File: src/sdpi_pkg.sv
// Constants shared by the SDRAM pin interface design files.
// Assumes nothing beyond a single system clock domain.
package sdpi_pkg;

    // ------------------------------------------------------------------
    // Pin levels
    // ------------------------------------------------------------------
    localparam logic CMD_IDLE_LVL   = 1'h1;
    localparam logic OE_N_RELEASED  = 1'h1;
    localparam logic OE_N_DRIVING   = 1'h0;
    localparam logic MASK_INIT_LVL  = 1'h1;
    localparam logic MASK_RUN_LVL   = 1'h0;
    localparam logic A10_RESET_LVL  = 1'h1;
    localparam logic CKE_RESET_LVL  = 1'h1;
    localparam logic CLK_RESET_LVL  = 1'h0;

    // ------------------------------------------------------------------
    // Interface phases
    // ------------------------------------------------------------------
    typedef enum logic [1:0] {
        PH_RESET,
        PH_INIT,
        PH_RUN
    } sdpi_phase_e;

endpackage : sdpi_pkg

File: src/sdpi_clk_out.sv
// SDRAM clock output stage: half-rate clock from the system clock.
// Assumes the parent holds rst_in synchronous to clk_sys_in.
module sdpi_clk_out (
    // Clock and reset
    input  wire logic clk_sys_in,
    input  wire logic rst_in,
    // Control
    input  wire logic interface_disable_bit_in,
    // Pin
    output logic      mem_clock_out,
    output logic      mem_clock_oe_n_out
);

    logic clk_lvl_ff;
    logic oe_n_ff;
    logic nxt_clk_lvl;
    logic nxt_oe_n;

    // ------------------------------------------------------------------
    // Clock generation
    // ------------------------------------------------------------------
    // Parked low and released while disabled, so the pin stops switching
    always_comb begin
        nxt_clk_lvl = sdpi_pkg::CLK_RESET_LVL;
        nxt_oe_n    = sdpi_pkg::OE_N_RELEASED;
        if (!interface_disable_bit_in) begin
            nxt_clk_lvl = ~clk_lvl_ff;
            nxt_oe_n    = sdpi_pkg::OE_N_DRIVING;
        end
    end

    always_ff @(posedge clk_sys_in) begin
        if (rst_in) begin
            clk_lvl_ff <= sdpi_pkg::CLK_RESET_LVL;
            oe_n_ff    <= sdpi_pkg::OE_N_RELEASED;
        end else begin
            clk_lvl_ff <= nxt_clk_lvl;
            oe_n_ff    <= nxt_oe_n;
        end
    end

    assign mem_clock_out      = clk_lvl_ff;
    assign mem_clock_oe_n_out = oe_n_ff;

    // ------------------------------------------------------------------
    // Checks
    // ------------------------------------------------------------------
    property p_clk_toggles;
        @(posedge clk_sys_in) disable iff (rst_in)
        !interface_disable_bit_in ##1 !interface_disable_bit_in
            |=> (mem_clock_out != $past(mem_clock_out)) && !mem_clock_oe_n_out;
    endproperty
    a_clk_toggles: assert property (p_clk_toggles)
        else $error("SDRAM clock not toggling while enabled");

    property p_clk_disabled;
        @(posedge clk_sys_in) disable iff (rst_in)
        interface_disable_bit_in |=> mem_clock_oe_n_out && !mem_clock_out;
    endproperty
    a_clk_disabled: assert property (p_clk_disabled)
        else $error("SDRAM clock still driven while disabled");

endmodule : sdpi_clk_out

File: src/sdpi_pins.sv
// SDRAM pin interface: registers the controller's command, address bit 10,
// clock enable, and a data mask set from the init phase, onto three-state pins.
// Assumes the SDRAM controller drives its inputs synchronous to clk_sys_in.

// What this block does
// - Row, column and write strobes encode the command; released in reset, high afterwards.
// - Clock enable pin follows the controller's clock enable level.
// - Dedicated bit-10 pin used during SDRAM accesses; general bit 10 stays free.
// - Mask high during a write cycle stops the SDRAM storing the data.
// - Mask high during a read cycle turns the SDRAM's data drivers off.
// - Mask high from reset release until initialization ends, then low always.
module sdpi_pins (
    // Clock and reset
    input  wire logic clk_sys_in,
    input  wire logic rst_in,
    // Controller command
    input  wire logic ctrl_row_strobe_in,
    input  wire logic ctrl_column_strobe_in,
    input  wire logic ctrl_write_enable_in,
    input  wire logic ctrl_clock_enable_in,
    input  wire logic ctrl_addr_bit10_in,
    input  wire logic sdram_access_in,
    input  wire logic init_done_in,
    // Other memory address bit 10
    input  wire logic general_addr_bit10_in,
    output logic      general_addr_bit10_out,
    // Software control
    input  wire logic interface_disable_bit_in,
    // SDRAM command pins
    output logic      row_strobe_out,
    output logic      column_strobe_out,
    output logic      mem_write_enable_out,
    output logic      mem_clock_enable_out,
    output logic      addr_bit10_out,
    output logic      data_mask_out,
    output logic      cmd_oe_n_out,
    // SDRAM clock pin
    output logic      mem_clock_out,
    output logic      mem_clock_oe_n_out,
    // Status
    output logic      init_done_out
);

    sdpi_pkg::sdpi_phase_e phase_ff;
    sdpi_pkg::sdpi_phase_e nxt_phase;
    logic                  ras_ff;
    logic                  cas_ff;
    logic                  we_ff;
    logic                  cke_ff;
    logic                  a10_ff;
    logic                  gen_a10_ff;
    logic                  mask_ff;
    logic                  oe_n_ff;
    logic                  nxt_ras;
    logic                  nxt_cas;
    logic                  nxt_we;
    logic                  nxt_cke;
    logic                  nxt_a10;
    logic                  nxt_gen_a10;
    logic                  nxt_mask;

    // ------------------------------------------------------------------
    // Phase tracking
    // ------------------------------------------------------------------
    always_comb begin
        nxt_phase = phase_ff;
        unique case (phase_ff)
            sdpi_pkg::PH_RESET: nxt_phase = sdpi_pkg::PH_INIT;
            sdpi_pkg::PH_INIT: begin
                if (init_done_in) begin
                    nxt_phase = sdpi_pkg::PH_RUN;
                end
            end
            sdpi_pkg::PH_RUN: nxt_phase = sdpi_pkg::PH_RUN;
            default: nxt_phase = sdpi_pkg::PH_RESET;
        endcase
    end

    // ------------------------------------------------------------------
    // Pin next values
    // ------------------------------------------------------------------
    // Disabled interface parks the command as a no-operation
    always_comb begin
        nxt_ras     = sdpi_pkg::CMD_IDLE_LVL;
        nxt_cas     = sdpi_pkg::CMD_IDLE_LVL;
        nxt_we      = sdpi_pkg::CMD_IDLE_LVL;
        nxt_cke     = ctrl_clock_enable_in;
        nxt_a10     = a10_ff;
        nxt_gen_a10 = gen_a10_ff;
        if (!interface_disable_bit_in && sdram_access_in) begin
            nxt_ras = ctrl_row_strobe_in;
            nxt_cas = ctrl_column_strobe_in;
            nxt_we  = ctrl_write_enable_in;
            nxt_a10 = ctrl_addr_bit10_in;
        end
        // General bit 10 holds during SDRAM cycles so refresh can overlap other accesses
        if (!sdram_access_in) begin
            nxt_gen_a10 = general_addr_bit10_in;
        end
        // Mask cannot follow accesses; the SDRAM sees it low for every cycle after init
        nxt_mask = (nxt_phase == sdpi_pkg::PH_RUN) ? sdpi_pkg::MASK_RUN_LVL
                                                   : sdpi_pkg::MASK_INIT_LVL;
    end

    always_ff @(posedge clk_sys_in) begin
        if (rst_in) begin
            phase_ff   <= sdpi_pkg::PH_RESET;
            ras_ff     <= sdpi_pkg::CMD_IDLE_LVL;
            cas_ff     <= sdpi_pkg::CMD_IDLE_LVL;
            we_ff      <= sdpi_pkg::CMD_IDLE_LVL;
            cke_ff     <= sdpi_pkg::CKE_RESET_LVL;
            a10_ff     <= sdpi_pkg::A10_RESET_LVL;
            gen_a10_ff <= sdpi_pkg::A10_RESET_LVL;
            mask_ff    <= sdpi_pkg::MASK_INIT_LVL;
            oe_n_ff    <= sdpi_pkg::OE_N_RELEASED;
        end else begin
            phase_ff   <= nxt_phase;
            ras_ff     <= nxt_ras;
            cas_ff     <= nxt_cas;
            we_ff      <= nxt_we;
            cke_ff     <= nxt_cke;
            a10_ff     <= nxt_a10;
            gen_a10_ff <= nxt_gen_a10;
            mask_ff    <= nxt_mask;
            oe_n_ff    <= sdpi_pkg::OE_N_DRIVING;
        end
    end

    assign row_strobe_out         = ras_ff;
    assign column_strobe_out      = cas_ff;
    assign mem_write_enable_out   = we_ff;
    assign mem_clock_enable_out   = cke_ff;
    assign addr_bit10_out         = a10_ff;
    assign general_addr_bit10_out = gen_a10_ff;
    assign data_mask_out          = mask_ff;
    assign cmd_oe_n_out           = oe_n_ff;
    assign init_done_out          = (phase_ff == sdpi_pkg::PH_RUN);

    // ------------------------------------------------------------------
    // SDRAM clock
    // ------------------------------------------------------------------
    sdpi_clk_out u_clk_out (
        .clk_sys_in               (clk_sys_in),
        .rst_in                   (rst_in),
        .interface_disable_bit_in (interface_disable_bit_in),
        .mem_clock_out            (mem_clock_out),
        .mem_clock_oe_n_out       (mem_clock_oe_n_out)
    );

    // ------------------------------------------------------------------
    // Checks
    // ------------------------------------------------------------------
    property p_release_drive;
        @(posedge clk_sys_in) disable iff (rst_in)
        $fell(rst_in) |-> cmd_oe_n_out ##1 (!cmd_oe_n_out && row_strobe_out && data_mask_out);
    endproperty
    a_release_drive: assert property (p_release_drive)
        else $error("Pins not driven high after reset release");

    property p_cmd_follow;
        @(posedge clk_sys_in) disable iff (rst_in)
        (sdram_access_in && !interface_disable_bit_in)
            |=> row_strobe_out == $past(ctrl_row_strobe_in)
                && column_strobe_out == $past(ctrl_column_strobe_in)
                && mem_write_enable_out == $past(ctrl_write_enable_in);
    endproperty
    a_cmd_follow: assert property (p_cmd_follow)
        else $error("Command pins do not follow the controller");

    property p_cmd_idle;
        @(posedge clk_sys_in) disable iff (rst_in)
        !sdram_access_in |=> row_strobe_out && column_strobe_out && mem_write_enable_out;
    endproperty
    a_cmd_idle: assert property (p_cmd_idle)
        else $error("Command pins not idle outside SDRAM access");

    property p_cke_follow;
        @(posedge clk_sys_in) disable iff (rst_in)
        ##1 mem_clock_enable_out == $past(ctrl_clock_enable_in);
    endproperty
    a_cke_follow: assert property (p_cke_follow)
        else $error("Clock enable pin does not follow the controller");

    property p_a10_access;
        @(posedge clk_sys_in) disable iff (rst_in)
        (sdram_access_in && !interface_disable_bit_in)
            |=> addr_bit10_out == $past(ctrl_addr_bit10_in);
    endproperty
    a_a10_access: assert property (p_a10_access)
        else $error("Dedicated bit 10 wrong during SDRAM access");

    property p_gen_a10_hold;
        @(posedge clk_sys_in) disable iff (rst_in)
        sdram_access_in |=> $stable(general_addr_bit10_out);
    endproperty
    a_gen_a10_hold: assert property (p_gen_a10_hold)
        else $error("General bit 10 changed during SDRAM access");

    property p_mask_init;
        @(posedge clk_sys_in) disable iff (rst_in)
        (phase_ff != sdpi_pkg::PH_RUN) && !init_done_in |=> data_mask_out;
    endproperty
    a_mask_init: assert property (p_mask_init)
        else $error("Data mask low before initialization ends");

    property p_mask_run;
        @(posedge clk_sys_in) disable iff (rst_in)
        $rose(init_done_out) |-> !data_mask_out ##1 !data_mask_out ##1 !data_mask_out;
    endproperty
    a_mask_run: assert property (p_mask_run)
        else $error("Data mask not low after initialization");

    // A disabled interface must not issue commands even if the controller asks
    property p_cmd_disabled;
        @(posedge clk_sys_in) disable iff (rst_in)
        interface_disable_bit_in |=> row_strobe_out && column_strobe_out && mem_write_enable_out;
    endproperty
    a_cmd_disabled: assert property (p_cmd_disabled)
        else $error("Command pins not idle while interface disabled");

endmodule : sdpi_pins

File: config.mk
export PLATFORM = sky130hd
export DESIGN_NAME = sdpi_pins
export DESIGN_NICKNAME = d
export VERILOG_FILES = /design/src/sdpi_pkg.sv /design/src/sdpi_clk_out.sv /design/src/sdpi_pins.sv
export SDC_FILE = /design/constraint.sdc
export NUM_CORES = 1
export LEC_CHECK = 0
export BUFFER_PORTS_ARGS = -buffer_cell sky130_fd_sc_hd__buf_2
export CAP_MARGIN = 40
export CORE_AREA = 2 2 39 41
export CTS_CLUSTER_SIZE = 16
export DETAILED_ROUTE_END_ITERATION = 10
export DIE_AREA = 0 0 41 43
export PLACE_DENSITY_LB_ADDON = 0.05
export SLEW_MARGIN = 10
export SYNTH_ARGS = -nofsm -noshare
export SYNTH_HDL_FRONTEND = slang
export SYNTH_HIERARCHICAL = 1
export SYNTH_SLANG_ARGS = --single-unit
File: constraint.sdc
create_clock -name clk_sys_in -period 2.2 [get_ports clk_sys_in]
set_input_delay 0.11 -clock clk_sys_in [delete_from_list [all_inputs] [get_ports clk_sys_in]]
set_output_delay 0.11 -clock clk_sys_in [all_outputs]
set_load 0.01 [all_outputs]
=== Word-level counts from Yosys, hierarchy flattened ===
Index checks and enable logic that the tools add are counted.

* Bits in writable memories: 0
* Word-level logic and storage cells: 26
* Register bits: 12
* Bits in latches: 0
* Output and inout bits: 11
* Memories kept: 0
* Bits of input ports: 11
* ROM bits: 0

* Order comparisons: 0
* Multiply operators: 0
* Equality and inequality tests: 3
* Bitwise operators: 2
* $add $sub $neg: 0
* Shifts and indexed selects: 0
* Reductions and logical operators: 5
* Divide/modulo/power cells: 0
* Mux-type cells: 5

{| class="wikitable"
|+ Operators with widths
! kind !! number
|-
| 2-bit one-hot mux with 3 select lines || 1
|-
| 2-bit equality test (second input constant) || 2
|-
| 2-bit OR reduction || 2
|-
| 1-bit two-way mux || 3
|-
| 2-bit by 1-bit equality test with 1-bit output (second input constant) || 1
|-
| 2-bit logical NOT || 1
|-
| 2-bit two-way mux || 1
|-
| 1-bit inverter || 2
|-
| 1-bit logical AND || 1
|-
| 1-bit logical NOT || 1
|}

=== Longest topological paths before layout ===
Gate-level depths: netlist of the first run.

* Depth in word-level cells: 4
* Gate-level depth with buffers: 3
* Gate-level depth less buffers: 2

=== Modules after synthesis ===
Netlist of the first run, hierarchy kept.

{| class="wikitable"
|+ Modules (own cells, without submodules)
! module !! cells an instance !! area each (um^2) !! times used !! sequential area each (um^2)
|-
| sdpi_pins || 27 || 321.6 || 1 || 200.2
|-
| sdpi_clk_out || 4 || 51.3 || 1 || 40.0
|}

=== Worst setup path before layout of the first run ===
Ideal clock, no wire load.

* Path type: register -> register
* Start point: register phase_ff[1]
* End point: register phase_ff[1]
* Data required time: 2,084 ps
* Stages on the path, launching flop included: 3
* Period minus slack after synthesis: 763 ps
* Path buffers: 0
* Path slack: 1,437 ps
* Setup time: 116 ps
* Arrival: 647 ps
* Cell sequence: dfxtp_1 -> nor3b_2 -> a31o_2

* Longest elaborated chain between the ends: 2
* Elaborated cells between the ends (all ways): 5
* Those cells by class: eq/ne: 2; mux: 2; reduce/logical: 1

{| class="wikitable"
|+ RTL lines
! element !! line !! RTL
|-
| start, declared || sdpi_pins.sv:44 || <nowiki>sdpi_pkg::sdpi_phase_e phase_ff;</nowiki>
|-
| start signal, assigned || sdpi_pins.sv:107 || <nowiki>phase_ff <= sdpi_pkg::PH_RESET;</nowiki>
|-
| start signal, assigned || sdpi_pins.sv:117 || <nowiki>phase_ff <= nxt_phase;</nowiki>
|-
| 2-bit equality test (tied with other cells) || sdpi_pins.sv:67 || <nowiki>unique case (phase_ff)</nowiki>
|-
| 2-bit one-hot mux with 3 select lines (*) || sdpi_pins.sv:67 ||
|}

Mark *: on every way between the ends. The rest lies on a longest branch, timed or not.
A chain may end at the register's enable or synchronous reset.

=== Worst setup path in the final report of the first run ===
* Start point: register phase_ff[1]
* End point: output port init_done_out

* Longest elaborated chain between the ends: 1

{| class="wikitable"
|+ RTL lines
! element !! line !! RTL
|-
| 2-bit equality test || sdpi_pins.sv:137 || <nowiki>assign init_done_out = (phase_ff == sdpi_pkg::PH_RUN);</nowiki>
|-
| end, declared || sdpi_pins.sv:41 || <nowiki>output logic init_done_out</nowiki>
|}

No other way between the ends.

==> metrics, run 1 <==
Worst-Skew Late Latency=0.26 ns; peak supply drop=0.470 mV; Rel. slew slack=85.7%; Clock Power Share=37.8%; Total Wirelength=717 microns; die width=41 microns; Final Instance Area=523 sq um; Synth top area share=64.4%; Fmax=1010 MHz; Inst Count DP=67; Worst setup EP type=primary output; routed len/inst=10.1 microns; Num CTS Buffers=3; io pins=22; Gate power share=9.3%; post-synthesis net count=42; RSZ-0062 raised after global routing=no; core area=0.00138 sq mm; Worst Tran Pin Value=0.215 ns; sw frac=21.0%; first-pass iteration count of the detailed router=1; Hold Vio Cnt, Final=0; Data arrival, critical path=0.88 ns; cts repair resizes=0; mapped cell area=373 sq um; Place WS=1.32 ns; outcome=finished, final reports clean; most area-consuming cells after synthesis=dfxtp_1, or3_1, nor2b_1; total power=445 uW; PnR worst setup slack=1.21 ns; Placer Congestion=0.507; die height=43 microns; Worst Hold Class=in2reg; Cell Int Power=351 uW; min cycle time layout=0.987 ns; Routed Antenna Nets=0; clock tree root buffer cell=clkbuf_4; # diodes=0; share of cells above drive strength 1=52.7%; Final setup viols=0; first-pass GRT wire length=1220 microns; post-synthesis sequential area ratio=64.4%; sw power=93.6 uW; Avg Vias per Cell=4.32; Synth Instances=31; setup bufs post-CTS=0; Total GRT Usage=10.8%; Area growth, synth to finish=40.3%; drt drc=0; clk buf depth=2; CTS tree=yes; final core occ=37.8%; Worst Path Max Fanout=4; Placed Area=487 sq um; Unique masters post-synth=15; Starting Density=26.9%; top-count cell post-synth=dfxtp_1; DRT iter0 DRCs=0; IO buf count=21; Vias=307; final std cells w/o fill=71; Worst-path clk slew=0.07 ns; die area=0.00176 sq mm; max cap viols=0; CP required=2.09 ns; Post-CTS Hold Fix Bufs=0; clock sink total=12; fin crit share=44.9%; critical path class=reg2out; largest net degree at the start of global routing=14; pwr/cell area=851 mW/mm^2; Critical Path Start Type=register; number of flops mapped to enable cells by yosys=0; Remaining Overflow, GRT=0; Fin Setup TNS=0 ns; # rows=14; Clock Skew=0.00145 ns; post-synth top area cell=dfxtp_1; Nets=67; smallest hold slack=0.0295 ns; max-slew violations=0; Avg Inst Size Synth=12.0 sq um; main flop type after synthesis=dfxtp_1; Sequential Power Share=52.9%; vias in the first global route=306; YS warnings=6; synthesis-stage register bit count=12; async set-reset flop share out of synthesis=0%; H-tree levels=1; antenna violations before repair=0; leak pwr=0.236 nW; Synth top cells by count=dfxtp_1, nor2_1, or3_1, nor2b_1
-- cell type report --
cell class	instances	area, sq um
fillers	145	861
flip-flops and latches	12	240
multi-input cells	18	121
repair buffers	21	105
clock buffers	4	36.3
well taps	16	20.0
-- logic make-up after synthesis --
logic type | Yosys count | synth area share [%]
AOI/OAI and AO/OA | 4 | 8.73
DFF | 12 | 64.4
and+or+nand+nor | 13 | 21.1
muxes | 1 | 2.68
buffers and inverters | 1 | 3.02
-- power groups by stage --
stage	Clock, mW	Sequential [mW]	Combinational [mW]
3_5_place_dp	0	0.241	0.0425
2_1_floorplan	0	0.245	0.0168
3_3_place_gp	0	0.240	0.0401
5_1_grt	0.189	0.237	0.0474
6_report	0.168	0.235	0.0416
4_1_cts	0.179	0.236	0.0426
-- per-layer routing --
metal / wire length (microns) / part of all wire, % / vias up / track usage (%)
met3: 68 / 9.5 / 0 / 6.28
met5: 0 / 0 / - / 0
met2: 395 / 55 / 13 / 16.3
li1: - / - / 156 / -
met4: 0 / 0 / 0 / 4.00
met1: 253 / 35 / 138 / 12.2
-- state kept, by name, summed over array words and instances, names as in the netlist --
register and cells:
column_strobe_out 1, mem_write_enable_out 1, mem_clock_enable_out 1, general_addr_bit10_out 1
data_mask_out 1, u_clk_out/mem_clock_oe_n_out 1, cmd_oe_n_out 1, phase_ff 2
addr_bit10_out 1, row_strobe_out 1, u_clk_out/mem_clock_out 1
-- final timing paths --
kind / slack, ns / end / cells after the start / from
worst max-delay path: 1.21 / init_done_out / 2 / phase_ff[1]$_SDFF_PP0_
worst min-delay path: 0.03 / mem_write_enable_out$_SDFF_PP1_ / 2 / ctrl_write_enable_in
worst max register to register: 1.39 / phase_ff[1]$_SDFF_PP0_ / 2 / phase_ff[0]$_SDFF_PP0_
worst min register to register: 0.41 / u_clk_out/mem_clock_out$_SDFF_PP0_ / 1 / u_clk_out/mem_clock_out$_SDFF_PP0_
-- critical path, stage by stage (launching register included) --
cell	delay, ns
dfxtp_1	0.36
nor2b_1	0.13
buf_2	0.13
-- cell usage in the layout (no fill, tap or decap) --
cell type  synthesis  routed
nor2_1             3       3
a211oi_1           1       1
a211o_2            1       1
a31o_2             1       1
nor2b_1            2       2
dfxtp_1           12      12
clkbuf_8           0       1
or2_1              1       1
or2_2              1       1
nand2b_1           1       1
buf_2              0      21
mux2i_1            1       1
nor3_1             1       1
a31oi_1            1       1
clkbuf_4           0       3
nor3b_2            1       1
or3_1              3       3
Power figures use the tool's default switching activity.
==> inputs of run 2 (changes only) <==
==> constraint.sdc (replaced) <==
create_clock -name clk_sys_in -period 1 [get_ports clk_sys_in]
set_input_delay 0.05 -clock clk_sys_in [delete_from_list [all_inputs] [get_ports clk_sys_in]]
set_output_delay 0.05 -clock clk_sys_in [all_outputs]
set_load 0.01 [all_outputs]
==> run 2 against run 1 <==
Compared with the run above:
- total power up 130%
- global-route usage is 0.91 points higher
- final area rose by 12%
- sequential share of layout area shrank 4.7 points
- sequential cell count did not move
- highest routed layer unchanged
- non-clock buffer count grew 6
- clock skew decreased by 0.0014 ns
- final cell count up 8.5%
- combinational power grew to 2.7 times the previous value
- die area stayed put
- largest cell class unchanged
- wire length is 8.8% higher
==> metrics, run 2 (synthesis gave the netlist of run 1 again) <==
CTS tree=yes; WHS Endpoint=general_addr_bit10_out$_SDFFE_PP1N_; first-pass GRT wire length=1320 microns (+7.9%); share of cells above drive strength 1=52.5% (-0.27 points); Total GRT Usage=11.7% (+0.91 points); Rel. slew slack=85.7% (about the same); max-slew violations=0 (unchanged); # rows=14 (unchanged); Remaining Overflow, GRT=0 (unchanged); sw frac=21.1% (about the same); clock sink total=12 (unchanged); pwr/cell area=1700 mW/mm^2 (+100%); core area=0.00138 sq mm (unchanged); Worst setup EP type=primary output; IO buf count=21 (unchanged); die height=43 microns (unchanged); Final Instance Area=588 sq um (+12%); drt drc=0 (unchanged); min cycle time layout=0.909 ns; Worst Tran Pin Value=0.214 ns (-0.00105 ns); Clock Power Share=37.0% (-0.8 points); Num CTS Buffers=3 (unchanged); Total Wirelength=780 microns (+8.8%); Nets=73 (+9.0%); # fillers=138 (-4.8%); Cell Int Power=790 uW (+120%); hold path start=sdram_access_in; most frequent cells in the layout=buf_2, dfxtp_1, dlygate4sd3_1; Starting Density=26.9% (unchanged); FF+latch area=243 sq um (+1.0%); DRT iter0 DRCs=0 (unchanged); antenna violations before repair=0 (unchanged); Fin Setup TNS=0 ns (unchanged); CP Cell Sequence=nor2b_2, buf_2; die area=0.00176 sq mm (unchanged); Worst-path clk slew=0.07 ns (about the same); Hold Path Depth=2 (unchanged); Worst-Skew Late Latency=0.26 ns (about the same); Placer Congestion=0.507 (unchanged); Worst Path Max Fanout=4 (unchanged); CP required=0.95 ns (-1.14 ns); Critical Path Start Type=register; leak pwr=0.261 nW (+11%); r2r setup slk=0.20 ns (-1.19 ns); vias in the first global route=326 (+6.5%); crit-path max cell delay=0.33 ns (-0.03 ns); most common cell after layout, fill and taps aside=buf_2; Data arrival, critical path=0.86 ns (-0.02 ns); Area growth, synth to finish=57.7%; Fmax=1100 MHz; max FFs per register=2 (unchanged); routed len/inst=10.1 microns (+0.31%); Avg Vias per Cell=4.25 (-1.8%); Largest Register=phase_ff; sw power=211 uW (+130%); Clock Skew=0.0000828 ns (-0.00137 ns); RSZ-0062 raised after global routing=no; max cap viols=0 (unchanged); fin crit share=90.9%; largest net degree at the start of global routing=14 (unchanged); # diodes=0 (unchanged); peak supply drop=1.04 mV (+120%); clock tree root buffer cell=clkbuf_4; FF-to-FF End=phase_ff[1]$_SDFF_PP0_; launch point of the worst reg-to-reg path=phase_ff[1]$_SDFF_PP0_; Worst Hold Class=in2reg; first-pass iteration count of the detailed router=1 (unchanged); H-tree levels=1 (unchanged); Reg2Reg Depth=2 (unchanged); die width=41 microns (unchanged); Sequential Power Share=51.9% (-1.0 points); outcome=finished, final reports clean; Final setup viols=0 (unchanged); multi-input logic area=124 sq um (+2.1%); Hold Vio Cnt, Final=0 (unchanged); critical path class=reg2out; smallest hold slack=0.0269 ns (-0.00261 ns); io pins=22 (unchanged); Placed Area=487 sq um (unchanged); Routed Antenna Nets=0 (unchanged); clk buf depth=2 (unchanged); Vias=327 (+6.5%); slowest cell on the critical path=dfxtp_2; Gate power share=11.0% (+1.7 points)
## run 2: cell types whose count changed in the layout (fill, tap and decap cells not counted)
cell,previous run,this run
dfxtp_2,0,2
nor2b_1,2,1
dfxtp_1,12,10
nor2b_2,0,1
dlygate4sd3_1,0,6
## run 2: worst max-delay path by stage
| stage | from | to | cells past startpoint |
|---|---|---|---|
| final | phase_ff[1]$_SDFF_PP0_ | init_done_out | 2 |
| after global routing | phase_ff[1]$_SDFF_PP0_ | init_done_out | 2 |
| after CTS | phase_ff[1]$_SDFF_PP0_ | init_done_out | 2 |
| after detailed placement | interface_disable_bit_in | column_strobe_out$_SDFF_PP1_ | 3 |
| after global placement | interface_disable_bit_in | column_strobe_out$_SDFF_PP1_ | 3 |
| after floorplan | phase_ff[1]$_SDFF_PP0_ | phase_ff[1]$_SDFF_PP0_ | 2 |
## run 2: cell type report
class	count	area share, %
tap	16	3.40
clock buffer	4	6.17
sequential	12	41.3
timing repair buffer	27	28.1
multi-input combinational	18	21.1
## run 2: per-layer routing
metal	vias up	wire length [microns]	track usage [%]
met4	0	0	4.00
met3	0	68	6.28
met5	-	0	0
met1	146	285	13.2
li1	168	-	-
met2	13	427	18.1
## run 2: stage by stage
stage | total power, mW | util (%) | cells | setup slack (ns)
floorplan | 0.576 | - | 31 | 0.237
global placement | 0.615 | 35.2 | 67 | 0.223
detailed placement | 0.623 | 35.2 | 67 | 0.185
CTS | 1.02 | 42.1 | 77 | 0.0427
global route | 1.06 | 42.5 | 77 | 0.0216
finish | 1.00 | 42.5 | 77 | 0.0908
## run 2: power by group through the flow
stage	Combinational, mW	Sequential, mW	Clock [mW]
floorplan	0.0369	0.539	0
global placement	0.0883	0.527	0
detailed placement	0.0934	0.530	0
CTS	0.112	0.518	0.394
global route	0.125	0.524	0.415
finish	0.111	0.520	0.371
## run 2: repair_timing
| action | in CTS | in global routing |
|---|---|---|
| hold buffers | 6 | 0 |
| gates resized for setup | 0 | 3 |
| hold endpoints to repair | 7 | 0 |
| setup buffers | 0 | 0 |
| setup endpoints to repair | 0 | 1 |
## run 2: critical path: cells and delay by family (launching register included)
kind,cells,cell delay [ns]
and+or+nand+nor,1,0.14
DFF,1,0.33
buffers and inverters,1,0.13
